**src/mixvol_pkg.sv**
```systemverilog
package mixvol_pkg;

   // Clock and zero-cross timeout timing
   localparam int CLK_HZ = 125_000_000;
   localparam int TIMEOUT_RATE_SLOW_HZ = 31;
   localparam int TIMEOUT_RATE_FAST_HZ = 47;
   localparam int TIMEOUT_CYC_SLOW = CLK_HZ / TIMEOUT_RATE_SLOW_HZ;
   localparam int TIMEOUT_CYC_FAST = CLK_HZ / TIMEOUT_RATE_FAST_HZ;
   localparam int TICK_CNT_W = 23;

   // Register port and register indices; byte address is four times the index
   localparam int ADDR_W = 8;
   localparam int DATA_W = 9;
   localparam int IDX_OUT_EN = 3;
   localparam int IDX_EXTRA = 7;
   localparam int IDX_SPK_MIX = 50;
   localparam int IDX_SPK_VOL = 54;
   localparam int IDX_MONO_MIX = 56;
   localparam int IDX_STATUS = 63;
   localparam logic [7:0] ADDR_OUT_EN = 8'(IDX_OUT_EN * 4);
   localparam logic [7:0] ADDR_EXTRA = 8'(IDX_EXTRA * 4);
   localparam logic [7:0] ADDR_SPK_MIX = 8'(IDX_SPK_MIX * 4);
   localparam logic [7:0] ADDR_SPK_VOL = 8'(IDX_SPK_VOL * 4);
   localparam logic [7:0] ADDR_MONO_MIX = 8'(IDX_MONO_MIX * 4);
   localparam logic [7:0] ADDR_STATUS = 8'(IDX_STATUS * 4);

   // Field positions
   localparam int OE_SINGLE_BIT = 7;
   localparam int OE_SPK_NEG_BIT = 6;
   localparam int OE_SPK_POS_BIT = 5;
   localparam int OE_SINGLE_MIX_BIT = 3;
   localparam int OE_SPK_MIX_BIT = 2;
   localparam int EXTRA_SLOW_BIT = 0;
   localparam int EXTRA_RATE_BIT = 1;
   localparam int MIX_AUX_SPK_BIT = 5;
   localparam int MIX_AUX_SINGLE_BIT = 2;
   localparam int MIX_BYP_BIT = 1;
   localparam int MIX_DAC_BIT = 0;
   localparam int VOL_CUT_BIT = 8;
   localparam int VOL_ZC_BIT = 7;
   localparam int VOL_MUTE_BIT = 6;
   localparam int SINGLE_CUT_BIT = 7;
   localparam int SINGLE_MUTE_BIT = 6;
   localparam int STAT_PEND_BIT = 8;

   // Gain law: code 0x3F is +6 dB, 1 dB per step, 6 steps per halving
   localparam logic [5:0] GAIN_MAX = 6'h3f;
   localparam logic [5:0] GAIN_RST = 6'h39;
   localparam logic [5:0] STEPS_PER_HALF = 6'h06;
   localparam int GAIN_FRAC_W = 13;
   localparam logic signed [14:0] GMUL0 = 15'h2000;
   localparam logic signed [14:0] GMUL1 = 15'h1c85;
   localparam logic signed [14:0] GMUL2 = 15'h196b;
   localparam logic signed [14:0] GMUL3 = 15'h16a7;
   localparam logic signed [14:0] GMUL4 = 15'h1431;
   localparam logic signed [14:0] GMUL5 = 15'h11ff;
   // Bypass cut of 10 dB as 81/256
   localparam logic signed [8:0] BYP_CUT_NUM = 9'h051;
   localparam int BYP_CUT_SHIFT = 8;

   // Samples: two's complement, midpoint level is code zero
   localparam int SW = 16;
   localparam logic signed [15:0] MIDPOINT = 16'h0000;
   localparam logic signed [15:0] SAMPLE_MAX = 16'h7fff;
   localparam logic signed [15:0] SAMPLE_MIN = 16'h8001;

   typedef struct packed {
      logic signed [15:0] dac;
      logic signed [15:0] byp;
      logic signed [15:0] aux;
   } src_t;

   typedef struct packed {
      logic single_out_enable;
      logic spk_neg_en;
      logic spk_pos_en;
      logic single_mix_en;
      logic spk_mix_en;
      logic slow_tick_enable;
      logic rate_fast;
      logic aux_to_speaker_sel;
      logic bypass_to_speaker_sel;
      logic dac_to_speaker_sel;
      logic speaker_bypass_cut;
      logic speaker_zero_cross_en;
      logic speaker_silence;
      logic [5:0] speaker_gain_code;
      logic single_bypass_cut;
      logic single_out_silence;
      logic aux_to_single_sel;
      logic bypass_to_single_sel;
      logic dac_to_single_sel;
   } regs_t;

   localparam regs_t REGS_RST = '{speaker_silence: 1'b1, speaker_gain_code: GAIN_RST,
                                  default: '0};

   typedef enum logic [1:0] {
      GAIN_IDLE = 2'b01,
      GAIN_PEND = 2'b10
   } gain_st_t;

   typedef struct packed {
      logic [22:0] cnt;
      logic tick;
   } tick_st_t;

endpackage

```
**src/output_mixer_volume_control.sv**
```systemverilog
// Strobed register access was left to the implementer.
`timescale 1ns/1ps
module output_mixer_volume_control
   import mixvol_pkg::*;
#(
   parameter int TIMEOUT_CYC_SLOW_P = TIMEOUT_CYC_SLOW,
   parameter int TIMEOUT_CYC_FAST_P = TIMEOUT_CYC_FAST
) (
   // Clock and reset
   input wire logic clk_sys,
   input wire logic rst_b,
   // Register port
   input wire logic [7:0] addr,
   input wire logic [8:0] wdata,
   input wire logic wr_en,
   input wire logic rd_en,
   output logic [8:0] rdata,
   // Source samples
   input wire src_t src,
   input wire logic sample_valid,
   // Output samples and stage enables
   output logic signed [15:0] speaker_out_pos,
   output logic signed [15:0] speaker_out_neg,
   output logic signed [15:0] single_out_pin,
   output logic speaker_pos_active,
   output logic speaker_neg_active,
   output logic single_out_active,
   // Shared slow tick for the jack debounce
   output logic slow_tick
);

   typedef struct packed {
      regs_t r;
      logic [5:0] active_gain;
      gain_st_t gst;
      logic last_neg;
      logic signed [15:0] pos;
      logic signed [15:0] neg;
      logic signed [15:0] single;
      logic [8:0] rdata;
   } st_t;

   localparam st_t ST_RST = '{r: REGS_RST, active_gain: GAIN_RST, gst: GAIN_IDLE,
                              default: '0};

   st_t s_reg;
   st_t s_next;
   logic tick;
   logic wr_vol;
   logic zc_hit;
   logic signed [17:0] spk_mix;
   logic signed [17:0] single_mix;
   logic signed [15:0] spk_level;

   // Sum of selected sources, bypass optionally cut by 10 dB
   function automatic logic signed [17:0] sum3(input src_t x, input logic a_sel,
                                                input logic b_sel, input logic d_sel,
                                                input logic cut);
      logic signed [24:0] b;
      logic signed [17:0] acc;
      b = 25'(x.byp);
      if (cut) begin
         b = (25'(x.byp) * 25'(BYP_CUT_NUM)) >>> BYP_CUT_SHIFT;
      end
      acc = '0;
      if (d_sel) begin
         acc = acc + 18'(x.dac);
      end
      if (b_sel) begin
         acc = acc + 18'(b);
      end
      if (a_sel) begin
         acc = acc + 18'(x.aux);
      end
      return acc;
   endfunction

   // Gain: halve per six steps below +6 dB, fine steps from a table
   function automatic logic signed [15:0] apply_gain(input logic signed [17:0] x,
                                                      input logic [5:0] code);
      logic [5:0] a;
      logic [3:0] sh;
      logic [2:0] fr;
      logic signed [14:0] m;
      logic signed [33:0] p;
      a = GAIN_MAX - code;
      sh = 4'(a / STEPS_PER_HALF);
      fr = 3'(a % STEPS_PER_HALF);
      case (fr)
         3'h0: m = GMUL0;
         3'h1: m = GMUL1;
         3'h2: m = GMUL2;
         3'h3: m = GMUL3;
         3'h4: m = GMUL4;
         3'h5: m = GMUL5;
         default: m = GMUL0;
      endcase
      // One bit less of shift: the table's unity entry then means x2 at the top code
      p = (34'(x) * 34'(m)) >>> (GAIN_FRAC_W - 1 + int'(sh));
      // Clip symmetric so the inverted output never overflows
      if (p > 34'(SAMPLE_MAX)) begin
         return SAMPLE_MAX;
      end else if (p < 34'(SAMPLE_MIN)) begin
         return SAMPLE_MIN;
      end
      return 16'(p);
   endfunction

   // Timeout tick; held in reset while the enable bit is clear
   slow_tick_gen #(
      .CYC_SLOW(TIMEOUT_CYC_SLOW_P),
      .CYC_FAST(TIMEOUT_CYC_FAST_P)
   ) u_tick (
      .clk_sys(clk_sys),
      .rst_b(rst_b),
      .enable(s_reg.r.slow_tick_enable),
      .rate_fast(s_reg.r.rate_fast),
      .tick(tick)
   );

   // Mixer sums
   assign spk_mix = sum3(src, s_reg.r.aux_to_speaker_sel, s_reg.r.bypass_to_speaker_sel,
                         s_reg.r.dac_to_speaker_sel, s_reg.r.speaker_bypass_cut);
   assign single_mix = sum3(src, s_reg.r.aux_to_single_sel, s_reg.r.bypass_to_single_sel,
                            s_reg.r.dac_to_single_sel, s_reg.r.single_bypass_cut);
   assign spk_level = apply_gain(spk_mix, s_reg.active_gain);
   assign wr_vol = wr_en && (addr == ADDR_SPK_VOL);
   // A crossing is a sign change between consecutive speaker mixer samples
   assign zc_hit = sample_valid && (spk_mix[17] != s_reg.last_neg);

   // Next state
   always_comb begin
      s_next = s_reg;
      s_next.rdata = '0;
      // Register writes, every field of the word at once
      if (wr_en) begin
         case (addr)
            ADDR_OUT_EN: begin
               s_next.r.single_out_enable = wdata[OE_SINGLE_BIT];
               s_next.r.spk_neg_en = wdata[OE_SPK_NEG_BIT];
               s_next.r.spk_pos_en = wdata[OE_SPK_POS_BIT];
               s_next.r.single_mix_en = wdata[OE_SINGLE_MIX_BIT];
               s_next.r.spk_mix_en = wdata[OE_SPK_MIX_BIT];
            end
            ADDR_EXTRA: begin
               s_next.r.slow_tick_enable = wdata[EXTRA_SLOW_BIT];
               s_next.r.rate_fast = wdata[EXTRA_RATE_BIT];
            end
            ADDR_SPK_MIX: begin
               s_next.r.aux_to_speaker_sel = wdata[MIX_AUX_SPK_BIT];
               s_next.r.bypass_to_speaker_sel = wdata[MIX_BYP_BIT];
               s_next.r.dac_to_speaker_sel = wdata[MIX_DAC_BIT];
            end
            ADDR_SPK_VOL: begin
               s_next.r.speaker_bypass_cut = wdata[VOL_CUT_BIT];
               s_next.r.speaker_zero_cross_en = wdata[VOL_ZC_BIT];
               s_next.r.speaker_silence = wdata[VOL_MUTE_BIT];
               s_next.r.speaker_gain_code = wdata[5:0];
            end
            ADDR_MONO_MIX: begin
               s_next.r.single_bypass_cut = wdata[SINGLE_CUT_BIT];
               s_next.r.single_out_silence = wdata[SINGLE_MUTE_BIT];
               s_next.r.aux_to_single_sel = wdata[MIX_AUX_SINGLE_BIT];
               s_next.r.bypass_to_single_sel = wdata[MIX_BYP_BIT];
               s_next.r.dac_to_single_sel = wdata[MIX_DAC_BIT];
            end
            default: begin
               s_next.r = s_reg.r;
            end
         endcase
      end
      // Read data: undefined bits and unmapped addresses give zero
      if (rd_en) begin
         case (addr)
            ADDR_OUT_EN: begin
               s_next.rdata[OE_SINGLE_BIT] = s_reg.r.single_out_enable;
               s_next.rdata[OE_SPK_NEG_BIT] = s_reg.r.spk_neg_en;
               s_next.rdata[OE_SPK_POS_BIT] = s_reg.r.spk_pos_en;
               s_next.rdata[OE_SINGLE_MIX_BIT] = s_reg.r.single_mix_en;
               s_next.rdata[OE_SPK_MIX_BIT] = s_reg.r.spk_mix_en;
            end
            ADDR_EXTRA: begin
               s_next.rdata[EXTRA_SLOW_BIT] = s_reg.r.slow_tick_enable;
               s_next.rdata[EXTRA_RATE_BIT] = s_reg.r.rate_fast;
            end
            ADDR_SPK_MIX: begin
               s_next.rdata[MIX_AUX_SPK_BIT] = s_reg.r.aux_to_speaker_sel;
               s_next.rdata[MIX_BYP_BIT] = s_reg.r.bypass_to_speaker_sel;
               s_next.rdata[MIX_DAC_BIT] = s_reg.r.dac_to_speaker_sel;
            end
            ADDR_SPK_VOL: begin
               s_next.rdata[VOL_CUT_BIT] = s_reg.r.speaker_bypass_cut;
               s_next.rdata[VOL_ZC_BIT] = s_reg.r.speaker_zero_cross_en;
               s_next.rdata[VOL_MUTE_BIT] = s_reg.r.speaker_silence;
               s_next.rdata[5:0] = s_reg.r.speaker_gain_code;
            end
            ADDR_MONO_MIX: begin
               s_next.rdata[SINGLE_CUT_BIT] = s_reg.r.single_bypass_cut;
               s_next.rdata[SINGLE_MUTE_BIT] = s_reg.r.single_out_silence;
               s_next.rdata[MIX_AUX_SINGLE_BIT] = s_reg.r.aux_to_single_sel;
               s_next.rdata[MIX_BYP_BIT] = s_reg.r.bypass_to_single_sel;
               s_next.rdata[MIX_DAC_BIT] = s_reg.r.dac_to_single_sel;
            end
            ADDR_STATUS: begin
               s_next.rdata[STAT_PEND_BIT] = (s_reg.gst == GAIN_PEND);
               s_next.rdata[5:0] = s_reg.active_gain;
            end
            default: begin
               s_next.rdata = '0;
            end
         endcase
      end
      // Gain transfer: immediate, or held until a crossing or a tick
      case (s_reg.gst)
         GAIN_IDLE: begin
            if (wr_vol) begin
               if (s_next.r.speaker_zero_cross_en) begin
                  s_next.gst = GAIN_PEND;
               end else begin
                  s_next.active_gain = s_next.r.speaker_gain_code;
               end
            end
         end
         GAIN_PEND: begin
            // Clearing the enable also releases the held code at once
            if (zc_hit || tick || !s_next.r.speaker_zero_cross_en) begin
               s_next.active_gain = s_next.r.speaker_gain_code;
               s_next.gst = GAIN_IDLE;
            end
         end
         default: begin
            s_next.gst = GAIN_IDLE;
         end
      endcase
      // Output samples, updated once per input sample
      if (sample_valid) begin
         s_next.last_neg = spk_mix[17];
         // Mute and disabled stages hold the same midpoint, so no step
         if (s_reg.r.speaker_silence || !s_reg.r.spk_mix_en) begin
            s_next.pos = MIDPOINT;
         end else begin
            s_next.pos = spk_level;
         end
         s_next.neg = -s_next.pos;
         if (s_reg.r.single_out_silence || !s_reg.r.single_mix_en) begin
            s_next.single = MIDPOINT;
         end else begin
            s_next.single = apply_gain(single_mix, GAIN_RST);
         end
      end
   end

   // State register
   always_ff @(posedge clk_sys or negedge rst_b) begin
      if (!rst_b) begin
         s_reg <= ST_RST;
      end else begin
         s_reg <= s_next;
      end
   end

   // Outputs; a disabled stage sits at the midpoint level
   assign rdata = s_reg.rdata;
   assign speaker_pos_active = s_reg.r.spk_pos_en;
   assign speaker_neg_active = s_reg.r.spk_neg_en;
   assign single_out_active = s_reg.r.single_out_enable;
   assign speaker_out_pos = s_reg.r.spk_pos_en ? s_reg.pos : MIDPOINT;
   assign speaker_out_neg = s_reg.r.spk_neg_en ? s_reg.neg : MIDPOINT;
   assign single_out_pin = s_reg.r.single_out_enable ? s_reg.single : MIDPOINT;
   assign slow_tick = tick;

   // Checks
   property p_mute_mid;
      @(posedge clk_sys) disable iff (!rst_b)
      sample_valid && s_reg.r.speaker_silence |=> s_reg.pos == MIDPOINT && s_reg.neg == MIDPOINT;
   endproperty
   a_mute_mid: assert property (p_mute_mid) else $error("speaker not at midpoint");

   property p_bridge;
      @(posedge clk_sys) disable iff (!rst_b)
      s_reg.neg == -s_reg.pos;
   endproperty
   a_bridge: assert property (p_bridge) else $error("speaker pair not inverted");

   property p_immediate;
      @(posedge clk_sys) disable iff (!rst_b)
      wr_vol && !wdata[VOL_ZC_BIT] && s_reg.gst == GAIN_IDLE
      |=> s_reg.active_gain == $past(wdata[5:0]) && s_reg.gst == GAIN_IDLE;
   endproperty
   a_immediate: assert property (p_immediate) else $error("gain not applied at once");

   property p_hold;
      @(posedge clk_sys) disable iff (!rst_b)
      wr_vol && wdata[VOL_ZC_BIT] && s_reg.gst == GAIN_IDLE
      |=> s_reg.gst == GAIN_PEND && s_reg.active_gain == $past(s_reg.active_gain);
   endproperty
   a_hold: assert property (p_hold) else $error("zero-cross gain not held");

   property p_tick_apply;
      @(posedge clk_sys) disable iff (!rst_b)
      s_reg.gst == GAIN_PEND && tick && !wr_en
      |=> s_reg.gst == GAIN_IDLE && s_reg.active_gain == s_reg.r.speaker_gain_code;
   endproperty
   a_tick_apply: assert property (p_tick_apply) else $error("timeout did not apply gain");

   property p_no_tick;
      @(posedge clk_sys) disable iff (!rst_b)
      !s_reg.r.slow_tick_enable ##1 !s_reg.r.slow_tick_enable |-> !tick;
   endproperty
   a_no_tick: assert property (p_no_tick) else $error("tick while slow clock off");

   property p_single_off;
      @(posedge clk_sys) disable iff (!rst_b)
      !s_reg.r.single_out_enable |-> single_out_pin == MIDPOINT && !single_out_active;
   endproperty
   a_single_off: assert property (p_single_off) else $error("mono driven while off");

   property p_single_mute;
      @(posedge clk_sys) disable iff (!rst_b)
      sample_valid && s_reg.r.single_out_silence |=> s_reg.single == MIDPOINT;
   endproperty
   a_single_mute: assert property (p_single_mute) else $error("mono mute not at midpoint");

   property p_unity;
      @(posedge clk_sys) disable iff (!rst_b)
      sample_valid && s_reg.r.spk_mix_en && !s_reg.r.speaker_silence
      && s_reg.active_gain == GAIN_RST && s_reg.r.dac_to_speaker_sel
      && !s_reg.r.bypass_to_speaker_sel && !s_reg.r.aux_to_speaker_sel && src.dac != 16'h8000
      |=> s_reg.pos == $past(src.dac);
   endproperty
   a_unity: assert property (p_unity) else $error("0 dB code not unity");

   property p_readback;
      @(posedge clk_sys) disable iff (!rst_b)
      wr_en && addr == ADDR_SPK_MIX ##1 !wr_en ##1 rd_en && addr == ADDR_SPK_MIX
      |=> rdata == ($past(wdata, 3) & 9'h023);
   endproperty
   a_readback: assert property (p_readback) else $error("mixer select readback wrong");

   c_zc_apply: cover property (@(posedge clk_sys) disable iff (!rst_b)
      s_reg.gst == GAIN_PEND && zc_hit);
   c_tick_apply: cover property (@(posedge clk_sys) disable iff (!rst_b)
      s_reg.gst == GAIN_PEND && tick && !zc_hit);
   c_unmute: cover property (@(posedge clk_sys) disable iff (!rst_b)
      $fell(s_reg.r.speaker_silence));
   c_single_ref: cover property (@(posedge clk_sys) disable iff (!rst_b)
      s_reg.r.single_out_enable && s_reg.r.single_out_silence);

endmodule // output_mixer_volume_control

```
**src/slow_tick_gen.sv**
```systemverilog
`timescale 1ns/1ps
module slow_tick_gen
   import mixvol_pkg::*;
#(
   parameter int CYC_SLOW = TIMEOUT_CYC_SLOW,
   parameter int CYC_FAST = TIMEOUT_CYC_FAST
) (
   // Clock and reset
   input wire logic clk_sys,
   input wire logic rst_b,
   // Control
   input wire logic enable,
   input wire logic rate_fast,
   // One-cycle tick at the timeout rate
   output logic tick
);

   tick_st_t s_reg;
   tick_st_t s_next;
   logic [22:0] last;

   // Counter restarts whenever disabled, so the first tick is a full period away
   always_comb begin
      s_next = s_reg;
      last = rate_fast ? TICK_CNT_W'(CYC_FAST - 1) : TICK_CNT_W'(CYC_SLOW - 1);
      s_next.tick = 1'b0;
      if (!enable) begin
         s_next.cnt = '0;
      end else if (s_reg.cnt >= last) begin
         s_next.cnt = '0;
         s_next.tick = 1'b1;
      end else begin
         s_next.cnt = s_reg.cnt + 23'h00_0001;
      end
   end

   always_ff @(posedge clk_sys or negedge rst_b) begin
      if (!rst_b) begin
         s_reg <= '0;
      end else begin
         s_reg <= s_next;
      end
   end

   assign tick = s_reg.tick;

endmodule // slow_tick_gen
```
**config.mk**
```make
export PLATFORM = sky130hd
export DESIGN_NAME = output_mixer_volume_control
export DESIGN_NICKNAME = d
export VERILOG_FILES = /design/src/mixvol_pkg.sv /design/src/output_mixer_volume_control.sv /design/src/slow_tick_gen.sv
export SDC_FILE = /design/constraint.sdc
export NUM_CORES = 1
export LEC_CHECK = 0
export BUFFER_PORTS_ARGS = -buffer_cell sky130_fd_sc_hd__clkbuf_2
export CAP_MARGIN = 20
export CORE_MARGIN = 3
export CORE_UTILIZATION = 55
export CTS_CLUSTER_DIAMETER = 80
export CTS_CLUSTER_SIZE = 10
export DETAILED_ROUTE_END_ITERATION = 6
export PLACE_DENSITY = 0.74
export SYNTH_ARGS = -nofsm -noshare
export SYNTH_HDL_FRONTEND = slang
export SYNTH_SLANG_ARGS = --single-unit
export TNS_END_PERCENT = 1
```
**constraint.sdc**
```tcl
create_clock -name clk_sys -period 15.8 [get_ports clk_sys]
set_input_delay 1.58 -clock clk_sys [delete_from_list [all_inputs] [get_ports clk_sys]]
set_output_delay 1.58 -clock clk_sys [all_outputs]
set_load 0.02 [all_outputs]
```
Yosys cells after proc, flatten, opt, wreduce, memory -nomap -nowiden
Cells that the tools add are included.
{ "word_totals": {"regBits": 114, "in_bits": 70, "elab_cells": 133} }
{ "classes": {"n_addsub": 8, "mul": 3, "div_mod_pow": 2, "magnitude_cmp": 5, "n_eq_ne": 18, "n_shift": 1, "muxes": 51, "n_reduce_logical": 17} }
{ "ops": {"columns": ["cell", "n"], "rows": [
  ["$mux 16", 12],
  ["$mux 18", 8],
  ["$pmux 14 s5", 1],
  ["$mul 18x15->33", 2],
  ["$mux 23", 2],
  ["$add 18x16->18", 2],
  ["$add 18x18->18", 2],
  ["$gt 34x16->1 const B", 1],
  ["$lt 34x16->1 const B", 1],
  ["$sshr 33x5->34", 1],
  ["$eq 8x8->1 const B", 4],
  ["$mux 15", 2],
  ["$mul 16x8->24 const B", 1],
  ["$mux 8", 3],
  ["$add 23x1->23 const B", 1],
  ["$ge 23x23->1", 1],
  ["$mux 21", 1],
  ["$gt 20x16->1 const B", 1],
  ["$lt 20x16->1 const B", 1],
  ["$neg 16->16", 1],
  ["$mux 13", 1],
  ["$pmux 6 s2", 1],
  ["$pmux 2 s5", 1],
  ["$reduce_and 2->1", 5],
  ["30 further kinds", 49]
]} }

Logic depth before layout (Yosys ltp)
{ "logic_depth": {"word_depth": 15, "mapped_depth": 74, "mapped_depth_nobuf": 70} }

By module
A second synthesis with hierarchy kept.
{ "hier_totals": {"cells_unflattened": 2955, "area_unflattened_um2": 24546.0} }
{ "modules_own_cells": {"columns": ["mod", "instances", "cells_per_inst", "area_each_um2", "seq_area_each_um2"], "rows": [
  ["output_mixer_volume_control", 1, 2813, 22985.8, 2239.6],
  ["slow_tick_gen", 1, 142, 1560.2, 600.6]
]} }

Worst setup path after synthesis
No wires, ideal clock.
{ "synth_path": {"path_type": "input to register", "start": "in src[17] (netlist name)", "end": "reg s_reg[39] (netlist name)", "t_arrival_ns": 17.204, "required_time_ns": 15.677, "slack_ns": -1.528, "stages": 68, "n_path_buf": 3, "path_cell_list": "ha_1 -> inv_1 -> fa_1 -> inv_1 -> ha_1 -> ha_1 -> a31oi_1 -> o21bai_1 -> a21oi_1 -> o21bai_1 -> a21oi_1 -> o21bai_1 -> a21oi_1 -> nor2b_1 -> o41ai_1 -> o2111a_1 -> o21bai_1 -> xor2_1 -> [... 32 more ...] -> nor2_1 -> o21ai_0 -> a22o_1 -> nor2_2 -> a221o_1 -> mux4_2 -> nor4_4 -> nand4_1 -> and2_4 -> buf_6 -> o211ai_1 -> ha_1 -> buf_2 -> inv_1 -> nor4_1 -> a32o_1 -> and4_1 -> nor3_1"} }
{ "synth_between": {"elab_chain_cells": 15, "elab_cells_between_ends": 17, "cone_classes": "add/sub: 3; mul: 2; order compare: 2; shift: 1; mux: 9"} }
{ "synth_rtl": {"columns": ["item", "line", "source"], "rows": [
  ["start, declared", "output_mixer_volume_control.sv:19", "input wire src_t src,"],
  ["$mul 16x8->24", "output_mixer_volume_control.sv:63", "b = (25'(x.byp) * 25'(BYP_CUT_NUM)) >>> BYP_CUT_SHIFT;"],
  ["$mux 18 (*)", "output_mixer_volume_control.sv:62", "if (cut) begin"],
  ["$add 18x18->18 (*)", "output_mixer_volume_control.sv:70", "acc = acc + 18'(b);"],
  ["$mux 18 (*)", "output_mixer_volume_control.sv:69", "if (b_sel) begin"],
  ["$add 18x16->18", "output_mixer_volume_control.sv:73", "acc = acc + 18'(x.aux);"],
  ["$mux 18 (*)", "output_mixer_volume_control.sv:72", "if (a_sel) begin"],
  ["$mul 18x15->33 (*)", "output_mixer_volume_control.sv:99", "p = (34'(x) * 34'(m)) >>> (GAIN_FRAC_W - 1 + int'(sh));"],
  ["$sshr 33x5->34 (*)", "output_mixer_volume_control.sv:99", null],
  ["$lt 34x16->1", "output_mixer_volume_control.sv:103", "end else if (p < 34'(SAMPLE_MIN)) begin"],
  ["$mux 1", "output_mixer_volume_control.sv:103", null],
  ["$mux 1", "output_mixer_volume_control.sv:101", "if (p > 34'(SAMPLE_MAX)) begin"],
  ["$mux 16 (*)", "output_mixer_volume_control.sv:106", "return 16'(p);"],
  ["$mux 16 (*)", "output_mixer_volume_control.sv:239", "if (s_reg.r.speaker_silence || !s_reg.r.spk_mix_en) begin"],
  ["$mux 16 (*)", "output_mixer_volume_control.sv:236", "if (sample_valid) begin"],
  ["$neg 16->16 (*)", "output_mixer_volume_control.sv:244", "s_next.neg = -s_next.pos;"],
  ["end signal, assigned", "output_mixer_volume_control.sv:258", "s_reg <= s_next;"],
  ["end, declared", "output_mixer_volume_control.sv:46", "st_t s_reg;"]
]} }
Every way passes the cells marked *; elsewhere a longest branch is shown, timed or not. The select of a mux whose other input is x is not followed.
A chain may end at the register's enable or synchronous reset.

Worst setup path in the final report
{ "layout_path": {"start": "in src[19] (netlist name)", "end": "reg s_reg[37] (netlist name)"} }
The elaborated chain is that of the path after synthesis.

==> impl_metrics.ini <==
[sta]
setup-violations-final = 3
hold_viol_final = 0
tightest_slew_ns = 1.20
slew_viol_final = 0
fin_skew_ns = 0.00898
rsz0062_at_grt = true
period_minus_slack_ns = 15.86
setup_ws_ns = -0.0614
hold_slack_ns = 0.484
slew_headroom_pct = 20.0
period_share_pct = 100
max_freq_ghz = 0.0630

[logic_synthesis]
synth_edf_count = 0
synth_top_cell_by_area = fa_1
yosysUniqueCellTypes = 118
synthCells = 2940
synthXorXnorAreaFrac_pct = 4.45
synth_area_per_cell_sq_um = 8.19
synth-compound-area-share_pct = 19.5
synth-simple-area-share_pct = 18.6
ys_ff_latch = 113
synthesis.area_sq_um = 24100
yosysWarningCount = 0
synth_top_area_share_pct = 20.8
synthFlopType = dfrtp_1
ys_top_cells_by_area = fa_1 (21%), dfrtp_1 (11%), ha_1 (10%)
muxShareOfSynthArea_pct = 5.36
ys_async_sr_fraction_pct = 100
synth-adder-area-share_pct = 31.3
synth.yosys.seq_area_share_pct = 11.8
synth_top_family_by_area = adder cells

[place]
dpl.cell_count = 3928
place_hpwl_um = 62400
place.gp.congestion = 1.01
io_buffers = 130
post-place-ws_ns = -0.810

[floorplanning]
die_w_um = 215
num_rows = 76
fp.dieArea_sq_um = 46300
die_height_um = 215
initial_utilization_pct = 55.8
num_io_pins = 131
core_area_sq_um = 43200

[worst_hold_path]
hold_path_depth = 2
hold_start = s_reg[53]
worstHoldEndpoint = s_reg[53]
min_path_type = flop to flop

[global_routing]
grt_pass1_vias = 24100
grt_max_degree = 70
antenna_found_initial = 0
grt_pass1_wl_um = 125000
gr-total-overflow = 0
grt.total_usage_pct = 32.9

[detailed_routing]
vias = 23700
route.antenna.remaining_nets = 0
drt_iter0_drc = 2255
wl_per_cell_um = 19.3
viasPerCell = 5.97
totalWireLength_um = 76700
drt_pass1_iterations = 7
drc = 3

[pwr]
swShare_pct = 48.9
seqPwrFrac_pct = 4.9
p_leak_nw = 14.5
peakVddDrop_uv = 291
pwr-share-comb_pct = 89.3
p_total_mw = 6.76
power.share.clock_pct = 5.9
cellInternalPower_mw = 3.45
switchingPower_mw = 3.31
powerDensity_nw_per_um2 = 230

[setup_path]
arrival_ns = 16.12
cp_slowest_stage_delay_ns = 0.60
crit_slowest_cell = fa_2
end_kind = flop
rr_startpoint = s_reg[80]
worstSetupStartpointType = input pin
r2r-end = s_reg[37]
worstPathRequired_ns = 16.06
path_class = input pin to flop
rrSetupSlack_ns = 2.36
reg2regPathDepth = 56
worst-path-max-fanout = 6

[cells_and_area]
drive_above_1_share_pct = 25.2
num-nets-final = 3904
syn2layout_area_growth_pct = 21.8
antenna_cells = 0
stdcell_count = 3980
register_area_sq_um = 2840
multi_input_area_sq_um = 19800
fillers = 3477
largest_reg_flops = 77

[outcome]
outcome = complete, but fails checks
violations = design-rule violations, negative setup slack

[job]
cap_violations = 0

[clock_tree]
clkTransAtPathRegs_ns = 0.05
cts_root_buf = clkbuf_16
insertion_delay_ns = 0.42
cts_hold_buf = 0
cts_tree = yes
clk_path_buf_depth = 2
cts_htree_levels = 4
clkSinkCount = 113
cts_buffers = 17
-- placed cells by master, fill, tap and decap left out, types with 103 or more instances in the layout --
cell,n
nand2_1,300
fa_1,246
ha_1,186
buf_4,415
dfrtp_1,103
clkbuf_2,129
nor2_1,197
a21oi_1,125
o21ai_0,113
inv_1,404
-- worst max path at each step --
stage               slack [ns]     from  cells past startpoint        end
floorplan                0.006  src[17]                     70  s_reg[39]
global placement         -0.44  src[19]                     69  s_reg[39]
detailed placement       -0.81  src[19]                     73  s_reg[39]
CTS                      0.001  src[19]                     66  s_reg[37]
global route             -0.63  src[19]                     67  s_reg[37]
finish                   -0.06  src[19]                     69  s_reg[37]
-- cell type report --
class	instances	share of cell area, %
Multi-Input combinational cell	2290	67.6
Clock inverter	10	0.461
Inverter	413	5.29
Tap cell	585	2.49
Timing Repair Buffer	547	12.9
Clock buffer	22	1.58
Sequential cell	113	9.68
-- critical path: cells and delay by family --
family / cells / cell delay (ns)
compound gates: 23 / 3.71
simple gates: 13 / 2.36
mux: 3 / 0.97
buf+inv: 12 / 1.35
fa+ha+maj: 14 / 5.52
xor+xnor: 4 / 0.62
-- routing by layer --
layer  GRT usage, %  vias to the layer above  part of all wire, %
met5              0                        -                    0
li1               -                    10900                    -
met1           43.1                    11500                   41
met3           5.10                      216                  7.4
met4           11.6                        0                  4.3
met2           55.7                     1063                   48
-- synthesized netlist by cell type (11+ instances only) --
master    number
o21bai_1      13
o21a_1        32
nor2b_1       31
xor2_1        29
mux2i_1       33
nand2b_1      37
a21oi_1      145
or3_1         15
a21o_1        34
fa_1         250
a211o_1       12
or2_2         20
inv_1        408
nand3_1       57
nor3_1        46
and3_1        20
buf_1         11
xnor2_1       89
nor4_1        11
nand2_1      306
o211ai_1      26
o31ai_1       20
and2_1        93
a211oi_1      22
a22o_1        25
ha_1         202
nor2_1       202
nand4_1       24
dfrtp_1      103
a21boi_0      19
buf_4         14
a31oi_1       17
o21ai_0      136
clkbuf_1      88
buf_2         16
mux2_2        78
-- logic make-up after synthesis --
group	Yosys count
AND/OR/NAND/NOR	914
buffers and inverters	548
XOR/XNOR	120
AO/OA/AOI/OAI	677
adder cells (fa/ha/maj)	452
multiplexers	115
other	1
flip-flops	113
-- what timing repair did --
action / CTS / global route
resized for setup: 45 / 71
setup buffers: 7 / 12
pin swaps: 24 / 40
setup endpoints to repair: 9 / 30
-- power by group through the flow --
| stage | clock network (mW) | registers [mW] | logic [mW] |
|---|---|---|---|
| floorplan | 0 | 0.324 | 3.23 |
| global placement | 0 | 0.332 | 5.52 |
| detailed placement | 0 | 0.333 | 5.58 |
| CTS | 0.395 | 0.329 | 5.74 |
| global route | 0.409 | 0.332 | 6.56 |
| finish | 0.396 | 0.330 | 6.03 |
-- metrics by stage --
| stage | instance area, sq um | utilization, % | setup TNS (ns) |
|---|---|---|---|
| final | 29300 | 68.0 | -0.122 |
| after global routing | 29300 | 68.0 | -4.48 |
| after CTS | 29000 | 67.1 | 0 |
| after detailed placement | 28100 | 65.1 | -8.93 |
| after global placement | 28100 | 65.1 | -2.77 |
| after floorplan | 24400 | - | 0 |
(Power assumes the default switching activity.)
